## config.mk

```make
export PLATFORM = sky130hd
export DESIGN_NAME = fmmp_top
export DESIGN_NICKNAME = d
export VERILOG_FILES = /design/src/fmmp_ahb.v /design/src/fmmp_axi_enc.v /design/src/fmmp_top.v
export VERILOG_INCLUDE_DIRS = /design/src
export SDC_FILE = /design/constraint.sdc
export NUM_CORES = 1
export LEC_CHECK = 0
export BUFFER_PORTS_ARGS = -buffer_cell sky130_fd_sc_hd__buf_2
export CAP_MARGIN = 0
export CORE_AREA = 2 2 280 282
export CTS_CLUSTER_DIAMETER = 40
export DETAILED_ROUTE_END_ITERATION = 10
export DIE_AREA = 0 0 282 284
export GPL_ROUTABILITY_DRIVEN = 0
export GPL_TIMING_DRIVEN = 0
export SETUP_SLACK_MARGIN = 0.4
export SLEW_MARGIN = 30
export SYNTH_ARGS = -nofsm -noshare
export SYNTH_HDL_FRONTEND = slang
export SYNTH_SLANG_ARGS = --single-unit
export TNS_END_PERCENT = 50
```

## constraint.sdc

```tcl
create_clock -name CLK -period 2.6 [get_ports CLK]
set_input_delay 0.52 -clock CLK [delete_from_list [all_inputs] [get_ports CLK]]
set_output_delay 0.52 -clock CLK [all_outputs]
set_load 0.01 [all_outputs]
```

## src/fmmp_defs.vh

```
`ifndef FMMP_DEFS_VH
`define FMMP_DEFS_VH

// Burst type codes of the wide port
`define FMMP_BURST_FIXED  2'h0
`define FMMP_BURST_INCR   2'h1
`define FMMP_BURST_WRAP   2'h2
`define FMMP_BURST_RSVD   2'h3

// Beat size codes of the wide port, 1/2/4/8 bytes
`define FMMP_SIZE_1B      2'h0
`define FMMP_SIZE_2B      2'h1
`define FMMP_SIZE_4B      2'h2
`define FMMP_SIZE_8B      2'h3

// Lock codes, shared by both address channels
`define FMMP_LOCK_NORMAL  2'h0
`define FMMP_LOCK_EXCL    2'h1
`define FMMP_LOCK_LOCKED  2'h2
`define FMMP_LOCK_RSVD    2'h3

// Response codes, shared by read and write
`define FMMP_RESP_OKAY    2'h0
`define FMMP_RESP_EXOKAY  2'h1
`define FMMP_RESP_SLVERR  2'h2
`define FMMP_RESP_DECERR  2'h3

// Burst length: encoded value plus one is the beat count
`define FMMP_LEN_W        4
`define FMMP_BEATS_W      5
`define FMMP_BEATS_MIN    5'h01
`define FMMP_BEATS_MAX    5'h10

// Narrow port transfer types
`define FMMP_HTRANS_IDLE   2'h0
`define FMMP_HTRANS_BUSY   2'h1
`define FMMP_HTRANS_NONSEQ 2'h2
`define FMMP_HTRANS_SEQ    2'h3

// Narrow port transfer sizes and burst
`define FMMP_HSIZE_BYTE   2'h0
`define FMMP_HSIZE_HALF   2'h1
`define FMMP_HSIZE_WORD   2'h2
`define FMMP_HBURST_SINGLE 2'h0

`endif

```

## src/fmmp_ahb.v

```verilog
`timescale 1ns/1ns
`default_nettype none
`include "fmmp_defs.vh"

module fmmp_ahb
(
    input  wire        clk,
    input  wire        nrst,
    input  wire        cmd_valid,
    output wire        cmd_ready,
    input  wire        cmd_write,
    input  wire        cmd_lock,
    input  wire [1:0]  cmd_size,
    input  wire [31:0] cmd_addr,
    input  wire [31:0] cmd_wdata,
    output reg         done,
    output reg  [31:0] rdata,
    output reg         err,
    output reg  [31:0] haddr,
    output reg  [1:0]  htrans,
    output reg         hwrite,
    output reg  [1:0]  hsize,
    output wire [1:0]  hburst,
    output reg         hmastlock,
    output reg  [31:0] hwdata,
    input  wire [31:0] hrdata,
    input  wire        hready,
    input  wire        hresp
);

    localparam [2:0] ST_IDLE = 3'h1;
    localparam [2:0] ST_ADDR = 3'h2;
    localparam [2:0] ST_DATA = 3'h4;

    reg [2:0]  state;
    reg [31:0] wdata_hold;

    // Single transfers only, so the burst code never changes
    assign hburst    = `FMMP_HBURST_SINGLE;
    assign cmd_ready = (state == ST_IDLE);

    ////////////////////////////////////////////////////////////////////////
    // Address phase, then data phase; each ends only on a sampled HREADY
    always @(posedge clk)
    begin
        if (!nrst)
        begin
            state      <= ST_IDLE;
            haddr      <= 32'h0;
            htrans     <= `FMMP_HTRANS_IDLE;
            hwrite     <= 1'b0;
            hsize      <= `FMMP_HSIZE_BYTE;
            hmastlock  <= 1'b0;
            hwdata     <= 32'h0;
            wdata_hold <= 32'h0;
            done       <= 1'b0;
            rdata      <= 32'h0;
            err        <= 1'b0;
        end
        else
        begin
            done <= 1'b0;
            case (state)
                ST_IDLE:
                begin
                    if (cmd_valid)
                    begin
                        haddr  <= cmd_addr;
                        htrans <= `FMMP_HTRANS_NONSEQ;
                        hwrite <= cmd_write;
                        hsize  <= (cmd_size > `FMMP_HSIZE_WORD) ?
                                  `FMMP_HSIZE_WORD : cmd_size;
                        hmastlock  <= cmd_lock;
                        wdata_hold <= cmd_wdata;
                        state  <= ST_ADDR;
                    end
                end
                ST_ADDR:
                begin
                    if (hready)
                    begin
                        htrans <= `FMMP_HTRANS_IDLE;
                        hwdata <= wdata_hold;
                        state  <= ST_DATA;
                    end
                end
                ST_DATA:
                begin
                    if (hready)
                    begin
                        rdata <= hwrite ? 32'h0 : hrdata;
                        err   <= hresp;
                        done  <= 1'b1;
                        state <= ST_IDLE;
                    end
                end
                default:
                begin
                    state  <= ST_IDLE;
                    htrans <= `FMMP_HTRANS_IDLE;
                end
            endcase
        end
    end

endmodule

`default_nettype wire

```

## src/fmmp_axi_enc.v

```verilog
`timescale 1ns/1ns
`default_nettype none
`include "fmmp_defs.vh"

module fmmp_axi_enc
(
    input  wire [4:0] beats,
    input  wire [1:0] burst_in,
    input  wire [1:0] lock_in,
    output reg  [3:0] len,
    output reg  [1:0] burst,
    output reg  [1:0] lock
);

    reg [4:0] clamped;

    ////////////////////////////////////////////////////////////////////////
    // Legalise a request before it reaches the address channel
    always @*
    begin
        clamped = beats;
        if (beats < `FMMP_BEATS_MIN)
            clamped = `FMMP_BEATS_MIN;
        else if (beats > `FMMP_BEATS_MAX)
            clamped = `FMMP_BEATS_MAX;
        len = clamped[3:0] - 4'h1;
        burst = (burst_in == `FMMP_BURST_RSVD) ? `FMMP_BURST_INCR : burst_in;
        lock = (lock_in == `FMMP_LOCK_RSVD) ? `FMMP_LOCK_NORMAL : lock_in;
    end

endmodule

`default_nettype wire

```

## src/fmmp_top.v

```verilog
`timescale 1ns/1ns
`default_nettype none
`include "fmmp_defs.vh"

module fmmp_top
(
    input  wire        CLK,
    input  wire        NRST,
    // Read command
    input  wire        RD_REQ_VALID,
    output wire        RD_REQ_READY,
    input  wire [31:0] RD_REQ_ADDR,
    input  wire [3:0]  RD_REQ_ID,
    input  wire [4:0]  RD_REQ_BEATS,
    input  wire [1:0]  RD_REQ_SIZE,
    input  wire [1:0]  RD_REQ_BURST,
    input  wire [1:0]  RD_REQ_LOCK,
    // Read data toward the user
    output reg         RD_DAT_VALID,
    output reg  [63:0] RD_DAT,
    output reg  [3:0]  RD_DAT_ID,
    output reg  [1:0]  RD_DAT_RESP,
    output reg         RD_DAT_ERR,
    output reg         RD_DAT_LAST,
    // Write command
    input  wire        WR_REQ_VALID,
    output wire        WR_REQ_READY,
    input  wire [31:0] WR_REQ_ADDR,
    input  wire [3:0]  WR_REQ_ID,
    input  wire [4:0]  WR_REQ_BEATS,
    input  wire [1:0]  WR_REQ_SIZE,
    input  wire [1:0]  WR_REQ_BURST,
    input  wire [1:0]  WR_REQ_LOCK,
    // Write data from the user
    input  wire        WR_DAT_VALID,
    output wire        WR_DAT_READY,
    input  wire [63:0] WR_DAT,
    input  wire [7:0]  WR_DAT_STRB,
    // Write response toward the user
    output reg         WR_RSP_VALID,
    output reg  [3:0]  WR_RSP_ID,
    output reg  [1:0]  WR_RSP_CODE,
    output reg         WR_RSP_ERR,
    // Narrow command
    input  wire        HB_REQ_VALID,
    output wire        HB_REQ_READY,
    input  wire        HB_REQ_WRITE,
    input  wire        HB_REQ_LOCK,
    input  wire [1:0]  HB_REQ_SIZE,
    input  wire [31:0] HB_REQ_ADDR,
    input  wire [31:0] HB_REQ_WDATA,
    output wire        HB_DONE,
    output wire [31:0] HB_RDATA,
    output wire        HB_ERR,
    // Wide fabric master, write address channel
    output reg  [3:0]  AXI_AWID,
    output reg  [31:0] AXI_AWADDR,
    output reg  [3:0]  AXI_AWLEN,
    output reg  [1:0]  AXI_AWSIZE,
    output reg  [1:0]  AXI_AWBURST,
    output reg  [1:0]  AXI_AWLOCK,
    output reg         AXI_AWVALID,
    input  wire        AXI_AWREADY,
    // Write data channel
    output reg  [3:0]  AXI_WID,
    output reg  [63:0] AXI_WDATA,
    output reg  [7:0]  AXI_WSTRB,
    output reg         AXI_WLAST,
    output reg         AXI_WVALID,
    input  wire        AXI_WREADY,
    // Write response channel
    input  wire [3:0]  AXI_BID,
    input  wire [1:0]  AXI_BRESP,
    input  wire        AXI_BVALID,
    output reg         AXI_BREADY,
    // Read address channel
    output reg  [3:0]  AXI_ARID,
    output reg  [31:0] AXI_ARADDR,
    output reg  [3:0]  AXI_ARLEN,
    output reg  [1:0]  AXI_ARSIZE,
    output reg  [1:0]  AXI_ARBURST,
    output reg  [1:0]  AXI_ARLOCK,
    output reg         AXI_ARVALID,
    input  wire        AXI_ARREADY,
    // Read data channel
    input  wire [3:0]  AXI_RID,
    input  wire [63:0] AXI_RDATA,
    input  wire [1:0]  AXI_RRESP,
    input  wire        AXI_RLAST,
    input  wire        AXI_RVALID,
    output reg         AXI_RREADY,
    // Narrow fabric master
    output wire [31:0] AHB_HADDR,
    output wire [1:0]  AHB_HTRANS,
    output wire        AHB_HWRITE,
    output wire [1:0]  AHB_HSIZE,
    output wire [1:0]  AHB_HBURST,
    output wire        AHB_HMASTLOCK,
    output wire [31:0] AHB_HWDATA,
    input  wire [31:0] AHB_HRDATA,
    input  wire        AHB_HREADY,
    input  wire        AHB_HRESP
);

    localparam [2:0] RD_IDLE = 3'h1;
    localparam [2:0] RD_ADDR = 3'h2;
    localparam [2:0] RD_DATA = 3'h4;

    localparam [2:0] WR_IDLE = 3'h1;
    localparam [2:0] WR_BEAT = 3'h2;
    localparam [2:0] WR_RESP = 3'h4;

    reg  [2:0] rd_state;
    reg  [2:0] wr_state;
    reg  [4:0] wr_left;
    wire       w_load;
    wire [3:0] rd_len;
    wire [1:0] rd_burst;
    wire [1:0] rd_lock;
    wire [3:0] wr_len;
    wire [1:0] wr_burst;
    wire [1:0] wr_lock;

    ////////////////////////////////////////////////////////////////////////
    // Request legalisation, one encoder per address channel
    fmmp_axi_enc u_rd_enc
    (
        .beats    (RD_REQ_BEATS),
        .burst_in (RD_REQ_BURST),
        .lock_in  (RD_REQ_LOCK),
        .len      (rd_len),
        .burst    (rd_burst),
        .lock     (rd_lock)
    );

    fmmp_axi_enc u_wr_enc
    (
        .beats    (WR_REQ_BEATS),
        .burst_in (WR_REQ_BURST),
        .lock_in  (WR_REQ_LOCK),
        .len      (wr_len),
        .burst    (wr_burst),
        .lock     (wr_lock)
    );

    // One transaction per direction in flight; keeps ID matching trivial
    assign RD_REQ_READY = (rd_state == RD_IDLE);
    assign WR_REQ_READY = (wr_state == WR_IDLE);

    ////////////////////////////////////////////////////////////////////////
    // Read path: address handshake, then beats until the last one
    always @(posedge CLK)
    begin
        if (!NRST)
        begin
            rd_state     <= RD_IDLE;
            AXI_ARID     <= 4'h0;
            AXI_ARADDR   <= 32'h0;
            AXI_ARLEN    <= 4'h0;
            AXI_ARSIZE   <= `FMMP_SIZE_1B;
            AXI_ARBURST  <= `FMMP_BURST_FIXED;
            AXI_ARLOCK   <= `FMMP_LOCK_NORMAL;
            AXI_ARVALID  <= 1'b0;
            AXI_RREADY   <= 1'b0;
            RD_DAT_VALID <= 1'b0;
            RD_DAT       <= 64'h0;
            RD_DAT_ID    <= 4'h0;
            RD_DAT_RESP  <= `FMMP_RESP_OKAY;
            RD_DAT_ERR   <= 1'b0;
            RD_DAT_LAST  <= 1'b0;
        end
        else
        begin
            RD_DAT_VALID <= 1'b0;
            case (rd_state)
                RD_IDLE:
                begin
                    if (RD_REQ_VALID)
                    begin
                        AXI_ARID    <= RD_REQ_ID;
                        AXI_ARADDR  <= RD_REQ_ADDR;
                        AXI_ARLEN   <= rd_len;
                        AXI_ARSIZE  <= RD_REQ_SIZE;
                        AXI_ARBURST <= rd_burst;
                        AXI_ARLOCK  <= rd_lock;
                        AXI_ARVALID <= 1'b1;
                        rd_state    <= RD_ADDR;
                    end
                end
                RD_ADDR:
                begin
                    if (AXI_ARREADY)
                    begin
                        AXI_ARVALID <= 1'b0;
                        AXI_RREADY  <= 1'b1;
                        rd_state    <= RD_DATA;
                    end
                end
                RD_DATA:
                begin
                    if (AXI_RVALID)
                    begin
                        RD_DAT_VALID <= 1'b1;
                        RD_DAT       <= AXI_RDATA;
                        RD_DAT_ID    <= AXI_RID;
                        RD_DAT_RESP  <= AXI_RRESP;
                        RD_DAT_ERR   <= AXI_RRESP[1];
                        RD_DAT_LAST  <= AXI_RLAST;
                        if (AXI_RLAST)
                        begin
                            AXI_RREADY <= 1'b0;
                            rd_state   <= RD_IDLE;
                        end
                    end
                end
                default:
                begin
                    rd_state    <= RD_IDLE;
                    AXI_ARVALID <= 1'b0;
                    AXI_RREADY  <= 1'b0;
                end
            endcase
        end
    end

    ////////////////////////////////////////////////////////////////////////
    // Write data takes a user beat whenever beats remain and the output stage is free
    assign w_load       = (wr_state == WR_BEAT) && (wr_left != 5'h00) &&
                          (!AXI_WVALID || AXI_WREADY);
    assign WR_DAT_READY = w_load;

    ////////////////////////////////////////////////////////////////////////
    // Write path: address and data run side by side, then the response
    always @(posedge CLK)
    begin
        if (!NRST)
        begin
            wr_state     <= WR_IDLE;
            wr_left      <= 5'h00;
            AXI_AWID     <= 4'h0;
            AXI_AWADDR   <= 32'h0;
            AXI_AWLEN    <= 4'h0;
            AXI_AWSIZE   <= `FMMP_SIZE_1B;
            AXI_AWBURST  <= `FMMP_BURST_FIXED;
            AXI_AWLOCK   <= `FMMP_LOCK_NORMAL;
            AXI_AWVALID  <= 1'b0;
            AXI_WID      <= 4'h0;
            AXI_WDATA    <= 64'h0;
            AXI_WSTRB    <= 8'h00;
            AXI_WLAST    <= 1'b0;
            AXI_WVALID   <= 1'b0;
            AXI_BREADY   <= 1'b0;
            WR_RSP_VALID <= 1'b0;
            WR_RSP_ID    <= 4'h0;
            WR_RSP_CODE  <= `FMMP_RESP_OKAY;
            WR_RSP_ERR   <= 1'b0;
        end
        else
        begin
            WR_RSP_VALID <= 1'b0;
            if (AXI_AWVALID && AXI_AWREADY)
                AXI_AWVALID <= 1'b0;
            case (wr_state)
                WR_IDLE:
                begin
                    if (WR_REQ_VALID)
                    begin
                        AXI_AWID    <= WR_REQ_ID;
                        AXI_AWADDR  <= WR_REQ_ADDR;
                        AXI_AWLEN   <= wr_len;
                        AXI_AWSIZE  <= WR_REQ_SIZE;
                        AXI_AWBURST <= wr_burst;
                        AXI_AWLOCK  <= wr_lock;
                        AXI_AWVALID <= 1'b1;
                        AXI_WID     <= WR_REQ_ID;
                        wr_left     <= {1'b0, wr_len} + 5'h01;
                        wr_state    <= WR_BEAT;
                    end
                end
                WR_BEAT:
                begin
                    if (w_load && WR_DAT_VALID)
                    begin
                        AXI_WDATA  <= WR_DAT;
                        AXI_WSTRB  <= WR_DAT_STRB;
                        AXI_WLAST  <= (wr_left == 5'h01);
                        AXI_WVALID <= 1'b1;
                        wr_left    <= wr_left - 5'h01;
                    end
                    else if (AXI_WVALID && AXI_WREADY)
                    begin
                        AXI_WVALID <= 1'b0;
                        AXI_WLAST  <= 1'b0;
                    end
                    // Last beat gone and address taken: wait for the answer
                    if ((wr_left == 5'h00) && (!AXI_WVALID || AXI_WREADY) &&
                        (!AXI_AWVALID || AXI_AWREADY))
                    begin
                        AXI_BREADY <= 1'b1;
                        wr_state   <= WR_RESP;
                    end
                end
                WR_RESP:
                begin
                    if (AXI_BVALID)
                    begin
                        WR_RSP_VALID <= 1'b1;
                        WR_RSP_ID    <= AXI_BID;
                        WR_RSP_CODE  <= AXI_BRESP;
                        WR_RSP_ERR   <= AXI_BRESP[1];
                        AXI_BREADY   <= 1'b0;
                        wr_state     <= WR_IDLE;
                    end
                end
                default:
                begin
                    wr_state    <= WR_IDLE;
                    AXI_AWVALID <= 1'b0;
                    AXI_WVALID  <= 1'b0;
                    AXI_BREADY  <= 1'b0;
                end
            endcase
        end
    end

    ////////////////////////////////////////////////////////////////////////
    // Narrow fabric master; single transfers, stretched by the slave
    fmmp_ahb u_ahb
    (
        .clk       (CLK),
        .nrst      (NRST),
        .cmd_valid (HB_REQ_VALID),
        .cmd_ready (HB_REQ_READY),
        .cmd_write (HB_REQ_WRITE),
        .cmd_lock  (HB_REQ_LOCK),
        .cmd_size  (HB_REQ_SIZE),
        .cmd_addr  (HB_REQ_ADDR),
        .cmd_wdata (HB_REQ_WDATA),
        .done      (HB_DONE),
        .rdata     (HB_RDATA),
        .err       (HB_ERR),
        .haddr     (AHB_HADDR),
        .htrans    (AHB_HTRANS),
        .hwrite    (AHB_HWRITE),
        .hsize     (AHB_HSIZE),
        .hburst    (AHB_HBURST),
        .hmastlock (AHB_HMASTLOCK),
        .hwdata    (AHB_HWDATA),
        .hrdata    (AHB_HRDATA),
        .hready    (AHB_HREADY),
        .hresp     (AHB_HRESP)
    );

endmodule

`default_nettype wire

```

Word-level counts from Yosys, hierarchy flattened
Cells that the tools add are included.
{"block": "op_classes", "n_addsub": 4, "n_mul": 0, "div_mod_pow": 0, "magnitude_cmp": 5, "n_eq_ne": 26, "n_shift": 0, "n_mux": 49, "bitwise": 5, "reduce_logical": 38}
{"cell": "32-bit two-way mux", "count": 1}
{"cell": "3-bit two-way mux", "count": 10}
{"cell": "3-bit case mux with 3 select lines", "count": 3}
{"cell": "2-bit AND reduction", "count": 13}
{"cell": "2-bit inequality test (second input constant)", "count": 9}
{"cell": "3-bit AND reduction", "count": 6}
{"cell": "4-bit two-way mux", "count": 4}
{"cell": "1-bit two-way mux", "count": 15}
{"cell": "2-bit two-way mux", "count": 7}
{"cell": "5-bit greater-than comparator (second input constant)", "count": 2}
{"cell": "5-bit by 1-bit less-than comparator with 1-bit output (second input constant)", "count": 2}
{"cell": "5-bit two-way mux", "count": 2}
{"cell": "5-bit case mux with 2 select lines", "count": 1}
{"cell": "3-bit by 1-bit equality test with 1-bit output (second input constant)", "count": 3}
{"cell": "3-bit by 2-bit equality test with 1-bit output (second input constant)", "count": 3}
{"cell": "3-bit equality test (second input constant)", "count": 3}
{"cell": "1-bit case mux with 3 select lines", "count": 3}
{"cell": "2-bit equality test (second input constant)", "count": 4}
{"cell": "4-bit AND reduction", "count": 2}
{"cell": "4-bit by 1-bit subtractor with 4-bit output (second input constant)", "count": 2}
{"cell": "1-bit logical AND", "count": 7}
{"cell": "2-bit case mux with 3 select lines", "count": 1}
{"cell": "4-bit by 1-bit adder with 5-bit output (second input constant)", "count": 1}
{"cell": "5-bit by 1-bit equality test with 1-bit output (second input constant)", "count": 1}
{"cell": "other kinds (12)", "count": 22}
{"block": "word_totals", "reg_bits": 401, "latchBits": 0, "ramBits": 0, "rom_bits": 0, "inputBits": 356, "word_cells": 171, "n_memories": 0}

Logic depth before layout (Yosys ltp)
Gate-level depths: netlist (run 1).
{"block": "logic_depth", "ltp_word": 7, "ltp_mapped": 10}

Hierarchy
Synthesis (run 1) repeated with hierarchy kept, for this count alone.
{"block": "unflattened", "cells_unflattened": 1828, "area_unflattened_um2": 15548.7}
{"mod": "fmmp_top", "instances": 1, "cells_each": 1175, "area_each_um2": 10078.4, "seq_area_each_um2": 5205.0}
{"mod": "fmmp_ahb", "instances": 1, "cells_each": 625, "area_each_um2": 5297.6, "seq_area_each_um2": 2762.6}
{"mod": "fmmp_axi_enc", "instances": 2, "cells_each": 14, "area_each_um2": 86.3, "seq_area_each_um2": 0.0}

Worst setup path after synthesis (run 1)
Ideal clock, no wire load.
{"block": "synth_timing", "path_kind": "input port to flip-flop", "from": "input WR_REQ_BEATS[2]", "to": "register wr_left[3]", "setup_time_ns": 0.060, "arrival_ns": 2.136, "t_required_ns": 2.540, "slack_ns": 0.405, "stages": 10, "path_buffers": 2, "path_cell_list": "clkbuf_1 > nor3_1 > o21ai_0 > ha_1 > clkbuf_1 > xnor2_1 > o41ai_1 > a22oi_1 > o2111ai_1 > a41o_1"}
{"block": "synth_via", "elab_chain_cells": 7, "word_cells_on_any_way": 8, "classes_between": "add/sub: 2; order compare: 2; mux: 4"}
{"element": "from (decl)", "line": "fmmp_top.v:30", "rtl": "input wire [4:0] WR_REQ_BEATS,"}
{"element": "5-bit greater-than comparator (no line)"}
{"element": "4-bit two-way mux", "line": "fmmp_axi_enc.v:24", "rtl": "else if (beats > `FMMP_BEATS_MAX)"}
{"element": "4-bit two-way mux *", "line": "fmmp_axi_enc.v:22", "rtl": "if (beats < `FMMP_BEATS_MIN)"}
{"element": "4-bit by 1-bit subtractor with 4-bit output *", "line": "fmmp_axi_enc.v:26", "rtl": "len = clamped[3:0] - 4'h1;"}
{"element": "net u_wr_enc.len[0]", "line": "fmmp_axi_enc.v:10", "rtl": "output reg [3:0] len,"}
{"element": "4-bit by 1-bit adder with 5-bit output *", "line": "fmmp_top.v:276", "rtl": "wr_left <= {1'b0, wr_len} + 5'h01;"}
{"element": "5-bit two-way mux *", "line": "fmmp_top.v:266", "rtl": "if (WR_REQ_VALID)"}
{"element": "5-bit case mux with 2 select lines *", "line": "fmmp_top.v:263", "rtl": "case (wr_state)"}
{"element": "to (signal assigned)", "line": "fmmp_top.v:276"}
{"element": "to (signal assigned)", "line": "fmmp_top.v:288", "rtl": "wr_left <= wr_left - 5'h01;"}
{"element": "to (decl)", "line": "fmmp_top.v:115", "rtl": "reg [4:0] wr_left;"}
Mark *: on every way through the listed nets, which the timed path passes. The rest lies on a longest branch. The select of a mux whose other input is x is not followed.
A chain may end at the register's enable or synchronous reset.

Worst setup path after layout (run 1)
{"block": "layout_timing", "from": "register wr_left[1]", "to": "output WR_DAT_READY"}
{"block": "layout_via", "elab_chain_cells": 3}
{"element": "5-bit nonzero test", "line": "fmmp_top.v:228", "rtl": "assign w_load = (wr_state == WR_BEAT) && (wr_left != 5'h00) &&"}
{"element": "1-bit logical AND (2 in series)", "line": "fmmp_top.v:228"}
{"element": "to (decl)", "line": "fmmp_top.v:36", "rtl": "output wire WR_DAT_READY,"}
Every way passes these cells.

==> results.toml, run 1 <==
[worst_setup_path]
rr_worst_depth = 10
worstSetupEndpoint = "WR_DAT_READY"
cp_slowest_stage_delay_ns = 0.46
r2r-end = "AXI_WDATA[51]$_SDFFE_PN0P_"
cp-start-kind = "register"
worstSetupStartpoint = "wr_left[1]$_SDFFE_PN0P_"
cp_top_family = "simple AND/OR/NAND/NOR gates"
arrival_ns = 1.90
cp.required_ns = 2.08
r2r_setup_slack_ns = 0.39
criticalPathCategory = "register to output pin"
worstPathCellList = "inv_2, ha_4, or4b_4, and3_4, buf_6"
critPathSlowestCell = "or4b_4"
path_buf_inv = 2
r2r_start = "wr_left[1]$_SDFFE_PN0P_"
end_kind = "output pin"
path_max_fanout = 2
cp_num_cells = 5

[layout]
final_common_cell = "buf_2"
syn2layout_area_growth_pct = 55.1
nets = 2911
num-fill-cells = 8447
final_cell_mix = "buf_2, nand2_1, dfxtp_1, a21oi_1, clkbuf_1"
drive_above_1_share_pct = 36.0

[logic_synthesis]
synth-main-ff-cell = "dfxtp_1"
synth_edf_count = 0
syn_inst = 1746
synthDistinctLibCells = 51
avgSynthCellArea_sq_um = 8.13
ys_warn_count = 0
syn_area_sq_mm = 0.0142
ys_ff_latch = 398
synth-seq-area-share_pct = 56.2
async_reset_ff_share_pct = 0

[outcome]
status = "completed"

[floorplanning]
coreArea_sq_mm = 0.0770
die_h_um = 284
ioPinCount = 721
die_area_sq_mm = 0.0801
rows = 102
die_w_um = 282
start_util_pct = 18.4

[placed_design]
hpwl_um = 48300
pre_cts_slack_ns = -0.223
port_buffers = 716

[timing]
maxSlewViolCount = 0
rsz0062_at_grt = "yes"
tightest_slew_ns = 0.921
fmax_ghz = 0.413
skew_ns = 0.0295
fin_setup_tns_ns = 0
maxSlewHeadroom_pct = 38.6
finalCritPeriodShare_pct = 93.0
finalHoldViolations = 0
fin_crit_ns = 2.42
finalWorstSetupSlack_ns = 0.181
setup_viol = 0
hold_slack_ns = 0.136

[run]
maxCapViolations = 0

[worst_hold_path]
min_path_type = "primary input to register"

[cts]
insertion_delay_ns = 0.60
cts_tree = "built"
cts.clk_slew.worst_paths_ns = 0.05
h-tree-depth = 3
cts_root_buf = "clkbuf_16"
cts_hold_buf = 0
cts_made_buffers = 73
cts.sinks = 398
cts_max_path_buffers = 3

[route]
drtIter0Drc = 579
avgRoutedWirePerCell_um = 17.0
drt_pass1_iterations = 5
drc = 0
antenna_left = 0
viasPerCell = 4.10
wl_um = 62200
num_vias = 15000

[pwr]
vdd_drop_max_uv = 532
finalPower_mw = 18.2
p_leak_nw = 9.78
powerDensity_mw_per_mm2 = 827

[grt]
grt_pass1_vias = 14400
antenna_found_initial = 9
gr-total-overflow = 0
grt_max_degree = 13
grt_pass1_wl_um = 89100
grt_usage_pct = 14.8
## sequential cells by signal, summed over array words and instances (netlist names), 5 cells and up
name              count
RD_DAT               64
AXI_WDATA            64
AXI_AWADDR           32
wr_left               5
AXI_ARADDR           32
AXI_WSTRB             8
u_ahb.rdata          32
u_ahb.hwdata         32
u_ahb.haddr          32
u_ahb.wdata_hold     32
## worst min path at each step
stage / from / endpoint / slack [ns] / cells after the start
2_1_floorplan: u_ahb.wdata_hold[0]$_SDFFE_PN0P_ / u_ahb.hwdata[0]$_SDFFE_PN0P_ / 0.43 / 2
3_3_place_gp: AXI_ARBURST[1]$_SDFFE_PN0P_ / AXI_ARBURST[1]$_SDFFE_PN0P_ / 0.44 / 2
3_5_place_dp: AXI_WDATA[57]$_SDFFE_PN0P_ / AXI_WDATA[57]$_SDFFE_PN0P_ / 0.44 / 2
4_1_cts: AHB_HRDATA[2] / u_ahb.rdata[2]$_SDFFE_PN0P_ / 0.07 / 2
5_1_grt: AHB_HRDATA[23] / u_ahb.rdata[23]$_SDFFE_PN0P_ / 0.10 / 2
6_report: AHB_HRDATA[23] / u_ahb.rdata[23]$_SDFFE_PN0P_ / 0.14 / 2
## cell usage after synthesis, types with 10 or more instances
cell type / number / share of area (%)
nand2_1: 661 / 17
a22o_1: 32 / 2.0
nand3b_1: 10 / 0.53
buf_4: 10 / 0.53
nand2b_1: 11 / 0.49
o21ai_0: 13 / 0.46
buf_2: 23 / 0.81
dfxtp_1: 398 / 56
nor3_1: 14 / 0.49
clkbuf_1: 97 / 2.6
nor2b_1: 10 / 0.44
nor2_1: 30 / 0.79
a21oi_1: 343 / 12
## through the flow
step | util (%) | cell area, sq um | cells
2_1_floorplan | - | 14200 | 1748
3_3_place_gp | 24.8 | 19100 | 3504
3_5_place_dp | 24.9 | 19100 | 3506
4_1_cts | 28.5 | 21900 | 3647
5_1_grt | 28.6 | 22000 | 3653
6_report | 28.6 | 22000 | 3657
## power by group
group | total [mW] | switching [mW] | internal (mW)
Combinational | 1.46 | 0.886 | 0.578
Clock | 10.3 | 3.54 | 6.77
Sequential | 6.43 | 0.120 | 6.31
## repair_timing
item                                    4_1_cts  5_1_grt
gates resized for setup                      22       40
endpoints found under the setup margin      103      257
pin swaps                                     2        1
gates cloned                                  0        0
setup buffers                                 6        3
## area by class of cell
cell class / instances / area (sq um) / area share [%]
diodes: 7 / 17.5 / 0.0796
plain buffers: 138 / 671 / 3.05
clock buffers: 86 / 1990 / 9.03
clock inverters: 49 / 698 / 3.17
inverters: 8 / 32.5 / 0.148
multi-input cells: 1204 / 5630 / 25.6
flip-flops and latches: 398 / 7970 / 36.2
well taps: 1040 / 1300 / 5.91
repair buffers: 727 / 3700 / 16.8
## cells by family after synthesis
logic type,synth area share (%)
AO/OA/AOI/OAI,16.2
XOR/XNOR,0.185
adder cells (fa/ha/maj),0.441
buffers and inverters,4.50
flip-flops,56.2
multiplexers,0.494
other,0.0264
AND/OR/NAND/NOR,22.0
## metal layers
metal / GRT usage, % / routed length [um] / vias up
met4: 6.38 / 2200 / 12
li1: - / - / 7376
met1: 16.5 / 24400 / 6884
met2: 25.9 / 30300 / 601
met3: 4.49 / 5170 / 128
met5: 0 / 84 / -
No activity file was read; power rests on OpenSTA's default activity.
==> run 2: changes to the inputs <==
--- a/config.mk
+++ b/config.mk
@@ -13,9 +13,8 @@
 export DETAILED_ROUTE_END_ITERATION = 10
 export DIE_AREA = 0 0 282 284
 export GPL_ROUTABILITY_DRIVEN = 0
-export GPL_TIMING_DRIVEN = 0
 export SETUP_SLACK_MARGIN = 0.4
-export SLEW_MARGIN = 30
+export SLEW_MARGIN = 10
 export SYNTH_ARGS = -nofsm -noshare
 export SYNTH_HDL_FRONTEND = slang
 export SYNTH_SLANG_ARGS = --single-unit
==> results.toml, run 2 (same netlist as run 1, synthesis figures left out) <==
[route]
antenna_left = 0
num_vias = 14400
drt_pass1_iterations = 5
drc = 0
wl_um = 53900
drtIter0Drc = 669
avgRoutedWirePerCell_um = 15.2
viasPerCell = 4.06

[worst_setup_path]
criticalPathCategory = "register to output pin"
arrival_ns = 1.83
rr_worst_depth = 8
cp-start-kind = "register"
end_kind = "output pin"
path_max_fanout = 2
cp.required_ns = 2.08

[layout]
final_cell_mix = "buf_2, nand2_1, dfxtp_1, a21oi_1, clkbuf_16"
utilization_pct = 27.9
finalNonFillerCells = 3549
final_common_cell = "buf_2"
num-fill-cells = 8437
reg_top3 = "AXI_WDATA: 64 flops, RD_DAT: 64 flops"
nets = 2811
syn2layout_area_growth_pct = 51.5
drive_above_1_share_pct = 36.6
final_area_sq_mm = 0.0215

[timing]
fin_crit_ns = 2.35
finalWorstSetupSlack_ns = 0.254
maxSlewHeadroom_pct = 57.2
maxSlewViolCount = 0
skew_ns = 0.0419
hold_slack_ns = 0.123
rsz0062_at_grt = "yes"
finalHoldViolations = 0
setup_viol = 0
finalCritPeriodShare_pct = 90.2
tightest_slew_ns = 0.642
fmax_ghz = 0.426
fin_setup_tns_ns = 0

[cts]
cts_max_path_buffers = 3
h-tree-depth = 3
cts.sinks = 398
cts.clk_slew.worst_paths_ns = 0.05
cts_made_buffers = 72
cts_root_buf = "clkbuf_16"
cts_tree = "built"
insertion_delay_ns = 0.61

[worst_hold_path]
min_path_cells = 2
min_path_type = "primary input to register"

[floorplanning]
coreArea_sq_mm = 0.0770
die_h_um = 284
die_area_sq_mm = 0.0801
start_util_pct = 18.4
rows = 102
die_w_um = 282
ioPinCount = 721

[placed_design]
pre_cts_slack_ns = 0.267
hpwl_um = 38400
port_buffers = 717
dp.cells = 3405
placed_cell_area_sq_mm = 0.0189

[grt]
grt_pass1_wl_um = 79500
grt_max_degree = 101
gr-total-overflow = 0
grt_pass1_vias = 13800
grt_usage_pct = 12.7
antenna_found_initial = 6

[run]
maxCapViolations = 0

[pwr]
powerDensity_mw_per_mm2 = 805
seq_power_share_pct = 37.2
clkPwrFrac_pct = 54.8
p_leak_nw = 9.52
pwr-share-comb_pct = 8.0
switching_share_pct = 25.3
p_switching_mw = 4.37
intPower_mw = 12.9
finalPower_mw = 17.3
vdd_drop_max_uv = 545

[outcome]
status = "completed"
==> run 2: changes by cell type in the layout (fill, tap and decap cells not counted), sizes merged <==
cell	delta
clkbuf	-99
inv	-11
clkinv	+9
bufinv	-7
diode	-5
buf	+4
clkinvlp	+1
==> run 2: path summary, 6_finish.rpt <==
path                                     from                      endpoint  slack (ns)
max                   wr_left[1]$_SDFFE_PN0P_                  WR_DAT_READY        0.25
max reg2reg           wr_left[1]$_SDFFE_PN0P_    AXI_WDATA[18]$_SDFFE_PN0P_        0.51
min reg2reg  u_ahb.wdata_hold[5]$_SDFFE_PN0P_  u_ahb.hwdata[5]$_SDFFE_PN0P_        0.44
min                            AHB_HRDATA[12]  u_ahb.rdata[12]$_SDFFE_PN0P_        0.12
==> run 2: final cells by class <==
type                    instances  area (sq um)  area share, %
repair buffers                766          4050           18.9
clock inverters                41           482           2.24
diodes                          2          5.00         0.0233
flip-flops and latches        398          7970           37.1
clock buffers                  90          2000           9.31
well taps                    1040          1300           6.05
inverters                       8          40.0          0.186
multi-input cells            1204          5640           26.2
==> run 2: critical path, stage by stage (launching register included) <==
cell     delay [ns]
dfxtp_2        0.32
inv_2          0.07
ha_4           0.11
or4b_4         0.46
and3_4         0.17
buf_6          0.11
==> run 2: layer usage <==
metal / wire length (um) / global-route usage [%]
met2: 26000 / 21.3
met1: 20700 / 13.9
met5: 57 / 0
met4: 2210 / 6.53
met3: 5000 / 4.74
==> run 2: repair_timing <==
item                                    CTS  global route
pin swaps                                 2             1
setup buffers                            11             0
hold buffers                              0             0
endpoints found under the setup margin   48            75
resized for setup                        12             2
==> run 2: power by group through the flow <==
stage / combinational (mW) / clock [mW] / sequential [mW]
5_1_grt: 1.52 / 10.1 / 6.46
6_report: 1.38 / 9.48 / 6.44
3_3_place_gp: 1.36 / 0 / 6.55
2_1_floorplan: 0.591 / 0 / 6.61
4_1_cts: 1.39 / 9.76 / 6.44
3_5_place_dp: 1.36 / 0 / 6.56
